[src/common/sfpi_defs.svh]
// Constants for the serial flash pin interface
`ifndef SFPI_DEFS_SVH
`define SFPI_DEFS_SVH
`define SFPI_ARRAY_BITS 16777216
`define SFPI_BUF_BYTES 256
`define SFPI_ADDR_W 21
`define SFPI_REG_CTRL 12'h000
`define SFPI_REG_STAT 12'h004
`define SFPI_REG_PROT 12'h008
`define SFPI_REG_BUF 12'h00c
`define SFPI_CTRL_QE 0
`define SFPI_CTRL_BUSY 1
`define SFPI_PROT_BP_LSB 0
`define SFPI_PROT_TB 3
`define SFPI_PROT_SIZE 4
`define SFPI_PROT_CMP 5
`define SFPI_PROT_RESET 6'h00
`define SFPI_BUSY_NS 1000
`define SFPI_CLK_NS 25
`define SFPI_BUSY_CYC ((`SFPI_BUSY_NS + `SFPI_CLK_NS - 1) / `SFPI_CLK_NS)
`endif

[src/common/sfpi_pkg.sv]
// Types for the serial flash pin interface
package sfpi_pkg;
    typedef enum logic [2:0] {
        SFPI_IDLE, SFPI_CMD, SFPI_ADDR, SFPI_WDATA, SFPI_RDATA, SFPI_BUSY
    } sfpi_state_type;
    typedef enum logic [1:0] {
        SFPI_W1, SFPI_W2, SFPI_W4
    } sfpi_width_type;
    typedef struct packed {
        logic [3:0] o;
        logic [3:0] oe;
    } sfpi_pins_type;
    typedef struct packed {
        logic [2:0] range_field;
        logic top_bottom;
        logic granule_size;
        logic complement;
    } sfpi_prot_type;
endpackage : sfpi_pkg

[src/hdl/sfpi_core.sv]
// Serial flash pin interface with APB side registers
// Notes on behaviour
// - Select high deselects to standby and floats the serial output.
// - While deselected the serial input is ignored.
// - Select fall starts an operation, select rise ends it.
// - A program ended by select rise stays active until done.
// - Command, address and write data are sampled on clock rise.
// - Output bits are launched on clock fall.
// - Multi-line reads turn the input line into driven data line zero.
// - Multi-line reads keep the output line driving as data line one.
// - Write-protect asserted rejects status register writes.
// - Write-protect and protect fields decide which regions are locked.
// - Quad enable turns write-protect into data line two.
// - The device holds a 16 Mbit array and a 256-byte buffer.
// - Hold ignores clock and input and floats output, keeps selection.
// - Quad enable makes line three data, with no hold function.
`timescale 1ns/1ps
`include "sfpi_defs.svh"
module sfpi_core #(
    parameter int BUSY_CYC = `SFPI_BUSY_CYC,
    parameter int BUF_BYTES = `SFPI_BUF_BYTES
) (
    input wire logic pclk,
    input wire logic presetn,
    input wire logic psel,
    input wire logic penable,
    input wire logic pwrite,
    input wire logic [11:0] paddr,
    input wire logic [31:0] pwdata,
    output logic [31:0] prdata,
    output logic pready,
    output logic pslverr,
    input wire logic cs_n,
    input wire logic sck,
    input wire logic [3:0] io_i,
    output sfpi_pkg::sfpi_pins_type io_r,
    output logic standby_r
);
    typedef struct packed {
        sfpi_pkg::sfpi_state_type st;
        sfpi_pkg::sfpi_width_type wd;
        logic sck_q;
        logic cs_q;
        logic [7:0] cmd;
        logic [4:0] cnt;
        logic [`SFPI_ADDR_W-1:0] addr;
        logic [7:0] sh;
        logic [15:0] busy_cnt;
        logic qe;
        sfpi_pkg::sfpi_prot_type prot;
        sfpi_pkg::sfpi_pins_type pins;
        logic standby;
        logic [31:0] rdata;
        logic ready;
        logic err;
        logic wp_rej;
        logic prog;
        logic [3:0] oe_keep;
    } sfpi_core_type;

    sfpi_core_type s_r, s_nxt;
    logic [7:0] buf_mem [BUF_BYTES];
    logic buf_we;
    logic [7:0] buf_wa;
    logic [7:0] buf_wd;
    logic [7:0] rbyte;
    logic locked;
    logic sck_rise, sck_fall, hold_on, wp_on;
    logic [3:0] din;

    // Status register writes use opcode 01h, program 02h, reads 03h/3bh/6bh
    localparam logic [7:0] OP_WSR = 8'h01;
    localparam logic [7:0] OP_PROG = 8'h02;
    localparam logic [7:0] OP_RD = 8'h03;
    localparam logic [7:0] OP_RD2 = 8'h3b;
    localparam logic [7:0] OP_RD4 = 8'h6b;

    sfpi_prot_check u_prot (
        .addr(s_r.addr),
        .prot(s_r.prot),
        .wp_active(wp_on),
        .locked(locked)
    );

    assign rbyte = buf_mem[s_r.addr[7:0]];

    always_comb
    begin
        s_nxt = s_r;
        buf_we = 1'b0;
        buf_wa = s_r.addr[7:0];
        buf_wd = s_r.sh;
        wp_on = !s_r.qe && !io_i[2];
        hold_on = !s_r.qe && !io_i[3] && !s_r.pins.oe[3];
        din = io_i;
        // Skipping the first pclk edge after select fall avoids a false rise
        sck_rise = sck && !s_r.sck_q && !s_r.cs_q && !hold_on;
        sck_fall = !sck && s_r.sck_q && !s_r.cs_q && !hold_on;
        s_nxt.sck_q = sck;
        s_nxt.cs_q = cs_n;
        s_nxt.ready = 1'b0;
        s_nxt.err = 1'b0;
        // APB: one wait state, answer in the access phase's second cycle
        if (psel && penable && !s_r.ready)
        begin
            s_nxt.ready = 1'b1;
            s_nxt.rdata = 32'h0000_0000;
            case (paddr)
                `SFPI_REG_CTRL:
                begin
                    s_nxt.rdata[`SFPI_CTRL_QE] = s_r.qe;
                    s_nxt.rdata[`SFPI_CTRL_BUSY] = (s_r.st == sfpi_pkg::SFPI_BUSY);
                end
                `SFPI_REG_STAT:
                    s_nxt.rdata = {27'h0, s_r.wp_rej, s_r.standby,
                                   wp_on, locked, hold_on};
                `SFPI_REG_PROT:
                begin
                    s_nxt.rdata[5:0] = s_r.prot;
                end
                `SFPI_REG_BUF:
                    s_nxt.rdata[7:0] = rbyte;
                default:
                    s_nxt.err = 1'b1;
            endcase
        end
        // Writes land only at the edge where ready is seen high
        if (psel && penable && s_r.ready && pwrite)
        begin
            case (paddr)
                `SFPI_REG_CTRL:
                    s_nxt.qe = pwdata[`SFPI_CTRL_QE];
                `SFPI_REG_PROT:
                    s_nxt.prot = sfpi_pkg::sfpi_prot_type'(pwdata[5:0]);
                default:
                    s_nxt.err = 1'b0;
            endcase
        end
        if (cs_n)
        begin
            // Deselected: output floats, input ignored
            s_nxt.pins.oe = 4'h0;
            s_nxt.oe_keep = 4'h0;
            s_nxt.cnt = 5'h00;
            if (!s_r.cs_q && s_r.prog && s_r.st != sfpi_pkg::SFPI_IDLE)
            begin
                s_nxt.st = sfpi_pkg::SFPI_BUSY;
                s_nxt.busy_cnt = 16'(BUSY_CYC);
            end
            else if (s_r.st != sfpi_pkg::SFPI_BUSY)
                s_nxt.st = sfpi_pkg::SFPI_IDLE;
        end
        else if (s_r.cs_q && s_r.st == sfpi_pkg::SFPI_IDLE)
        begin
            s_nxt.st = sfpi_pkg::SFPI_CMD;
            s_nxt.cnt = 5'h00;
            s_nxt.wd = sfpi_pkg::SFPI_W1;
            s_nxt.prog = 1'b0;
        end
        if (hold_on && !cs_n)
            s_nxt.pins.oe = 4'h0;
        else if (!cs_n && s_r.st == sfpi_pkg::SFPI_RDATA)
            s_nxt.pins.oe = s_r.oe_keep;
        case (s_r.st)
            sfpi_pkg::SFPI_IDLE:
                s_nxt.standby = 1'b1;
            sfpi_pkg::SFPI_CMD:
            begin
                s_nxt.standby = 1'b0;
                if (sck_rise && !cs_n)
                begin
                    s_nxt.cmd = {s_r.cmd[6:0], din[0]};
                    s_nxt.cnt = s_r.cnt + 5'h01;
                    if (s_r.cnt == 5'h07)
                    begin
                        s_nxt.cnt = 5'h00;
                        if ({s_r.cmd[6:0], din[0]} == OP_WSR)
                        begin
                            s_nxt.st = sfpi_pkg::SFPI_WDATA;
                            s_nxt.wp_rej = wp_on;
                        end
                        else
                            s_nxt.st = sfpi_pkg::SFPI_ADDR;
                    end
                end
            end
            sfpi_pkg::SFPI_ADDR:
                if (sck_rise && !cs_n)
                begin
                    s_nxt.addr = {s_r.addr[`SFPI_ADDR_W-2:0], din[0]};
                    s_nxt.cnt = s_r.cnt + 5'h01;
                    if (s_r.cnt == 5'd23)
                    begin
                        s_nxt.cnt = 5'h00;
                        case (s_r.cmd)
                            OP_PROG: s_nxt.st = sfpi_pkg::SFPI_WDATA;
                            OP_RD2:
                            begin
                                s_nxt.st = sfpi_pkg::SFPI_RDATA;
                                s_nxt.wd = sfpi_pkg::SFPI_W2;
                            end
                            OP_RD4:
                            begin
                                s_nxt.st = sfpi_pkg::SFPI_RDATA;
                                s_nxt.wd = s_r.qe ? sfpi_pkg::SFPI_W4
                                                  : sfpi_pkg::SFPI_W1;
                            end
                            default: s_nxt.st = sfpi_pkg::SFPI_RDATA;
                        endcase
                    end
                end
            sfpi_pkg::SFPI_WDATA:
                if (sck_rise && !cs_n)
                begin
                    s_nxt.sh = {s_r.sh[6:0], din[0]};
                    s_nxt.cnt = s_r.cnt + 5'h01;
                    if (s_r.cnt == 5'h07)
                    begin
                        s_nxt.cnt = 5'h00;
                        if (s_r.cmd == OP_WSR)
                        begin
                            if (!s_r.wp_rej && !wp_on)
                            begin
                                s_nxt.qe = s_r.sh[`SFPI_CTRL_QE];
                                s_nxt.prot = sfpi_pkg::sfpi_prot_type'(
                                    {s_r.sh[4:0], din[0]});
                            end
                            else
                                s_nxt.wp_rej = 1'b1;
                        end
                        else if (!locked)
                        begin
                            buf_we = 1'b1;
                            buf_wd = {s_r.sh[6:0], din[0]};
                            s_nxt.prog = 1'b1;
                            s_nxt.addr[7:0] = s_r.addr[7:0] + 8'h01;
                        end
                    end
                end
            sfpi_pkg::SFPI_RDATA:
                if (sck_fall && !cs_n)
                begin
                    s_nxt.pins.oe = 4'h2;
                    case (s_r.wd)
                        sfpi_pkg::SFPI_W2:
                        begin
                            s_nxt.pins.oe = 4'h3;
                            s_nxt.pins.o[1:0] = rbyte[3'(7 - 2*s_r.cnt[1:0]) -: 2];
                            s_nxt.cnt = {3'h0, s_r.cnt[1:0] + 2'h1};
                            if (s_r.cnt[1:0] == 2'h3)
                                s_nxt.addr = s_r.addr + 1'b1;
                        end
                        sfpi_pkg::SFPI_W4:
                        begin
                            s_nxt.pins.oe = 4'hf;
                            s_nxt.pins.o = s_r.cnt[0] ? rbyte[3:0] : rbyte[7:4];
                            s_nxt.cnt = {4'h0, ~s_r.cnt[0]};
                            if (s_r.cnt[0])
                                s_nxt.addr = s_r.addr + 1'b1;
                        end
                        default:
                        begin
                            s_nxt.pins.o[1] = rbyte[3'(7 - s_r.cnt[2:0])];
                            s_nxt.cnt = {2'h0, s_r.cnt[2:0] + 3'h1};
                            if (s_r.cnt[2:0] == 3'h7)
                                s_nxt.addr = s_r.addr + 1'b1;
                        end
                    endcase
                    // Remembered so a released hold drives the lines again
                    s_nxt.oe_keep = s_nxt.pins.oe;
                end
            sfpi_pkg::SFPI_BUSY:
            begin
                s_nxt.standby = 1'b0;
                if (s_r.busy_cnt <= 16'h0001)
                begin
                    s_nxt.st = sfpi_pkg::SFPI_IDLE;
                    s_nxt.prog = 1'b0;
                end
                else
                    s_nxt.busy_cnt = s_r.busy_cnt - 16'h0001;
            end
            default: s_nxt.st = sfpi_pkg::SFPI_IDLE;
        endcase
    end

    always_ff @(posedge pclk or negedge presetn)
    begin
        if (!presetn)
        begin
            s_r <= '0;
            s_r.st <= sfpi_pkg::SFPI_IDLE;
            s_r.cs_q <= 1'b1;
            s_r.standby <= 1'b1;
            s_r.prot <= sfpi_pkg::sfpi_prot_type'(`SFPI_PROT_RESET);
        end
        else
            s_r <= s_nxt;
    end

    always_ff @(posedge pclk)
    begin
        if (buf_we)
            buf_mem[buf_wa] <= buf_wd;
    end

    assign prdata = s_r.rdata;
    assign pready = s_r.ready;
    assign pslverr = s_r.err;
    assign io_r = s_r.pins;
    assign standby_r = s_r.standby;
endmodule : sfpi_core

[src/hdl/sfpi_prot_check.sv]
// Hardware protection decision for one array address
`timescale 1ns/1ps
`include "sfpi_defs.svh"
module sfpi_prot_check #(
    parameter int ADDR_W = `SFPI_ADDR_W
) (
    input wire logic [ADDR_W-1:0] addr,
    input wire sfpi_pkg::sfpi_prot_type prot,
    input wire logic wp_active,
    output logic locked
);
    logic [2:0] sect;
    logic in_range;
    // Range selects 1..7 eighths (or sixty-fourths when granule is small)
    always_comb
    begin
        sect = prot.top_bottom ? addr[ADDR_W-1 -: 3] : ~addr[ADDR_W-1 -: 3];
        if (prot.granule_size)
            in_range = (prot.range_field != 3'h0) &&
                       (3'(~sect) < prot.range_field);
        else
            in_range = (prot.range_field != 3'h0) &&
                       (3'(~sect) == 3'h0) &&
                       (addr[ADDR_W-4 -: 3] >= 3'(~prot.range_field + 3'h1));
        locked = wp_active & (in_range ^ prot.complement);
    end
endmodule : sfpi_prot_check

[config.mk]
export PLATFORM = sky130hd
export DESIGN_NAME = sfpi_core
export DESIGN_NICKNAME = d
export VERILOG_FILES = /design/src/common/sfpi_pkg.sv /design/src/hdl/sfpi_core.sv /design/src/hdl/sfpi_prot_check.sv
export VERILOG_INCLUDE_DIRS = /design/src /design/src/common
export SDC_FILE = /design/constraint.sdc
export NUM_CORES = 2
export LEC_CHECK = 0
export BUFFER_PORTS_ARGS = -buffer_cell sky130_fd_sc_hd__buf_2
export CAP_MARGIN = 20
export CORE_AREA = 8 8 388 390
export DETAILED_ROUTE_END_ITERATION = 10
export DIE_AREA = 0 0 396 398
export HOLD_SLACK_MARGIN = 0.08
export PLACE_DENSITY_LB_ADDON = 0.1
export RECOVER_POWER = 25
export SLEW_MARGIN = 20
export SYNTH_ARGS = -nofsm -noshare
export SYNTH_HDL_FRONTEND = slang
export SYNTH_HIERARCHICAL = 1
export SYNTH_SLANG_ARGS = --single-unit
[constraint.sdc]
create_clock -name pclk -period 12.22 [get_ports pclk]
set_clock_uncertainty 0.2 [all_clocks]
set_input_delay 1.222 -clock pclk [delete_from_list [all_inputs] [get_ports pclk]]
set_output_delay 1.222 -clock pclk [all_outputs]
set_load 0.03 [all_outputs]
==> run_results.csv <==
group,metric,value,unit
clock_tree,clock-sinks,2145,
clock_tree,cts_tree,"built",
timing,worst_slew_pin_slew,4.09,ns
placed_design,placedCellCount,6315,
setup_path,critPathTopFamily,"multiplexers",
detailed_routing,drc,0,
die,initial_utilization,59.3,%
die,rows,140,
layout,fin_cells,6709,
die,ioPinCount,98,
timing,hold_viol,0,
detailed_routing,drtPass1Iterations,7,
die,die_h,398,um
synth,ys.warnings.count,6,
setup_path,crit_cells,13,
layout,regArea,63900,um2
job,drv_cap,13,
setup_path,required,12.52,ns
die,die_w,396,um
detailed_routing,post_drt_via_cell_ratio,6.91,
synth,synth_edf_count,2048,
global_routing,antenna_found_initial,7,
setup_path,crit_slowest_cell,"mux2_1",
detailed_routing,wirelength,237000,um
clock_tree,cts_made_buffers,209,
timing,min_period_over_period,68.6,%
synth,synth-seq-cells,2145,
worst_hold_path,whs_path_depth,1,
clock_tree,clk_pin_slew,0.06,ns
die,core_area,145000,um2
setup_path,crit_path_max_incr_delay,3.02,ns
setup_path,cp_max_fo,106,
pwr,p_per_area,174,nW/um2
detailed_routing,antenna_left,0,
synth,synth.distinct_cells,91,
synth,synth_area_per_cell,18.9,um2
detailed_routing,drt-initial-drc-count,6643,
clock_tree,cts_buffer_depth,3,
status,status,"finished, violations left",
timing,slew_viol_final,751,
clock_tree,htree_levels,4,
detailed_routing,wl_per_cell,35.3,um
clock_tree,cts_setup_buffers,0,
synth,ys.flop_type,"edfxtp_1",
setup_path,cp_num_buf_inv,4,
worst_hold_path,hold_class,"flop to flop",
pwr,peakVddDrop,0.000266,V
detailed_routing,vias,46300,
setup_path,critical_path.endpoint_type,"flop",
layout,fillers,9574,
clock_tree,cts_root_buf,"clkbuf_16",
timing,fin_setup_tns,0,ns
placed_design,place.detailed.hpwl,145000,um
layout,post-route-util,65.4,%
global_routing,grt_pass1_vias,44600,
setup_path,r2r_cells,13,
timing,fmax,0.119,GHz
setup_path,cp-start-kind,"flop",
setup_path,crit_chain,"inv_1 -> ha_1 -> ha_1 -> inv_1 -> ha_1 -> a21o_1 -> a31oi_1 -> o22ai_1 -> mux2i_1 -> nor3_1 -> clkbuf_1 -> mux2_1 -> buf_4",
setup_path,arrival,8.68,ns
clock_tree,clk_latency,0.86,ns
layout,drive_gt1_share,19.2,%
status,violations,"capacitance limit, slew limit",
timing,slew_headroom,-173,%
die,dieArea,158000,um2
timing,grt_setup_unrepaired,"false",
layout,multi_input_area,20200,um2
placed_design,io_buffer_count,46,
pwr,p_leak,25.2,nW
global_routing,overflow,0,
synth,synth_area,85800,um2
global_routing,grt_pass1_wl,333000,um
synth,async_reset_ff_share,4.52,%
global_routing,grt_max_degree,154,
layout,final_nets,4682,
timing,period_needed,8.38,ns
synth,synthCells,4536,
global_routing,grtUsageTotal,29.7,%
timing,finalSetupViolCount,0,
setup_path,crit_type,"flop to flop",
clock_tree,cts_resized,0,
setup_path,cp_common_cell,"ha_1",
layout,syn_to_final_growth,10.2,%
placed_design,place.gp.congestion,0.897,
synth,yosysSeqAreaShare,74.5,%
-- through the flow --
stage	setup WS [ns]	hold slack, ns	area (um2)	total power (W)
3_3_place_gp	5.92	0.260	87900	0.0103
6_report	3.84	0.278	94500	0.0165
2_1_floorplan	6.60	0.239	85800	0.00987
5_1_grt	3.39	0.304	94500	0.0169
4_1_cts	5.83	0.272	94600	0.0165
3_5_place_dp	5.89	0.266	87900	0.0103
-- report_power, final --
group	switching [W]	internal [W]
Sequential	0.0000959	0.00796
Clock	0.00278	0.00356
Combinational	0.00126	0.000812
-- flip-flops by register name (all words and copies together) (netlist names) --
name       count
buf_mem     2048
buf_wa         8
io_r           8
prdata         8
pready         1
pslverr        1
s_r           70
standby_r      1
-- worst reg2reg max path, delay by kind of cell (launching register included) --
family	cells	cell delay, ns
flops	1	0.45
fa+ha+maj	3	0.74
compound gates	3	0.49
buf+inv	4	2.60
mux	2	3.22
simple gates	1	0.25
-- layout make-up --
class                      count  area share (%)
multi-input combinational   2065            21.4
sequential                  2145            67.7
tap                         1917            2.54
inverter                      32           0.130
antenna                        3         0.00795
clock buffer                 245            5.71
timing repair buffer         157            1.18
clock inverter               145            1.39
-- synth_stat cells, types with 22 or more instances --
cell	n	area, um2
buf_4	80	601
mux2_2	45	507
a211oi_1	22	165
edfxtp_1	2048	61500
o21ai_0	97	485
nor2b_1	26	163
nand2_1	120	450
dfrtp_1	95	2380
a22oi_1	155	1160
a31oi_1	24	150
nor2_1	348	1310
nor3_1	41	205
nand4_1	30	188
nand3_1	107	536
buf_2	51	255
a21oi_1	88	440
clkbuf_1	136	510
mux4_2	415	9350
o22ai_1	22	138
mux2i_1	203	2030
inv_1	28	105
buf_1	27	101
-- kinds of logic after synthesis --
| logic type | Yosys count | share of synthesized area [%] |
|---|---|---|
| muxes | 671 | 14.1 |
| AOI/OAI and AO/OA | 551 | 4.43 |
| xor gates and xnor gates | 6 | 0.0613 |
| adders and majority gates | 17 | 0.248 |
| buffers and inverters | 349 | 2.17 |
| DFF | 2145 | 74.5 |
| other | 1 | 0.00437 |
| and+or+nand+nor | 796 | 4.44 |
-- what timing repair did --
item | in CTS | in global routing
hold endpoints to repair | 28 | 0
setup endpoints to repair | 0 | 0
hold buffers | 1 | 0
-- per-layer routing --
| layer | up-vias | track usage [%] | wire length (um) |
|---|---|---|---|
| met5 | - | 0 | 27 |
| met4 | 4 | 13.1 | 12200 |
| met3 | 533 | 7.52 | 26700 |
| met2 | 2791 | 44.2 | 107000 |
| met1 | 24300 | 42.2 | 90700 |
| li1 | 18700 | - | - |
-- cells in the final DEF, fill, tap and decap left out, drive strengths merged, types with 19 or more instances in the layout --
master and n:
o21ai 97, inv 36, nand3 107, a22oi 155, a211oi 22, conb 24
dfrtp 95, nor2 348, clkinv 117, buf 129, mux2i 203, o22ai 22
nand4 30, a31oi 24, edfxtp 2048, a21oi 88, mux2 45, bufinv 19
nor3 44, mux4 423, nand2 120, nor2b 26, clkbuf 272
-- worst paths after layout --
path,start,to,slack (ns)
worst max register to register,s_r[52],buf_mem[112][3],3.84
min in group asynchronous,presetn,s_r[62],1.10
max in group asynchronous,presetn,buf_wa[3],5.97
worst max-delay path,s_r[52],buf_mem[112][3],3.84
worst min-delay path,s_r[71],s_r[71],0.28
worst min register to register,s_r[71],s_r[71],0.28
Power figures use the tool's default switching activity.
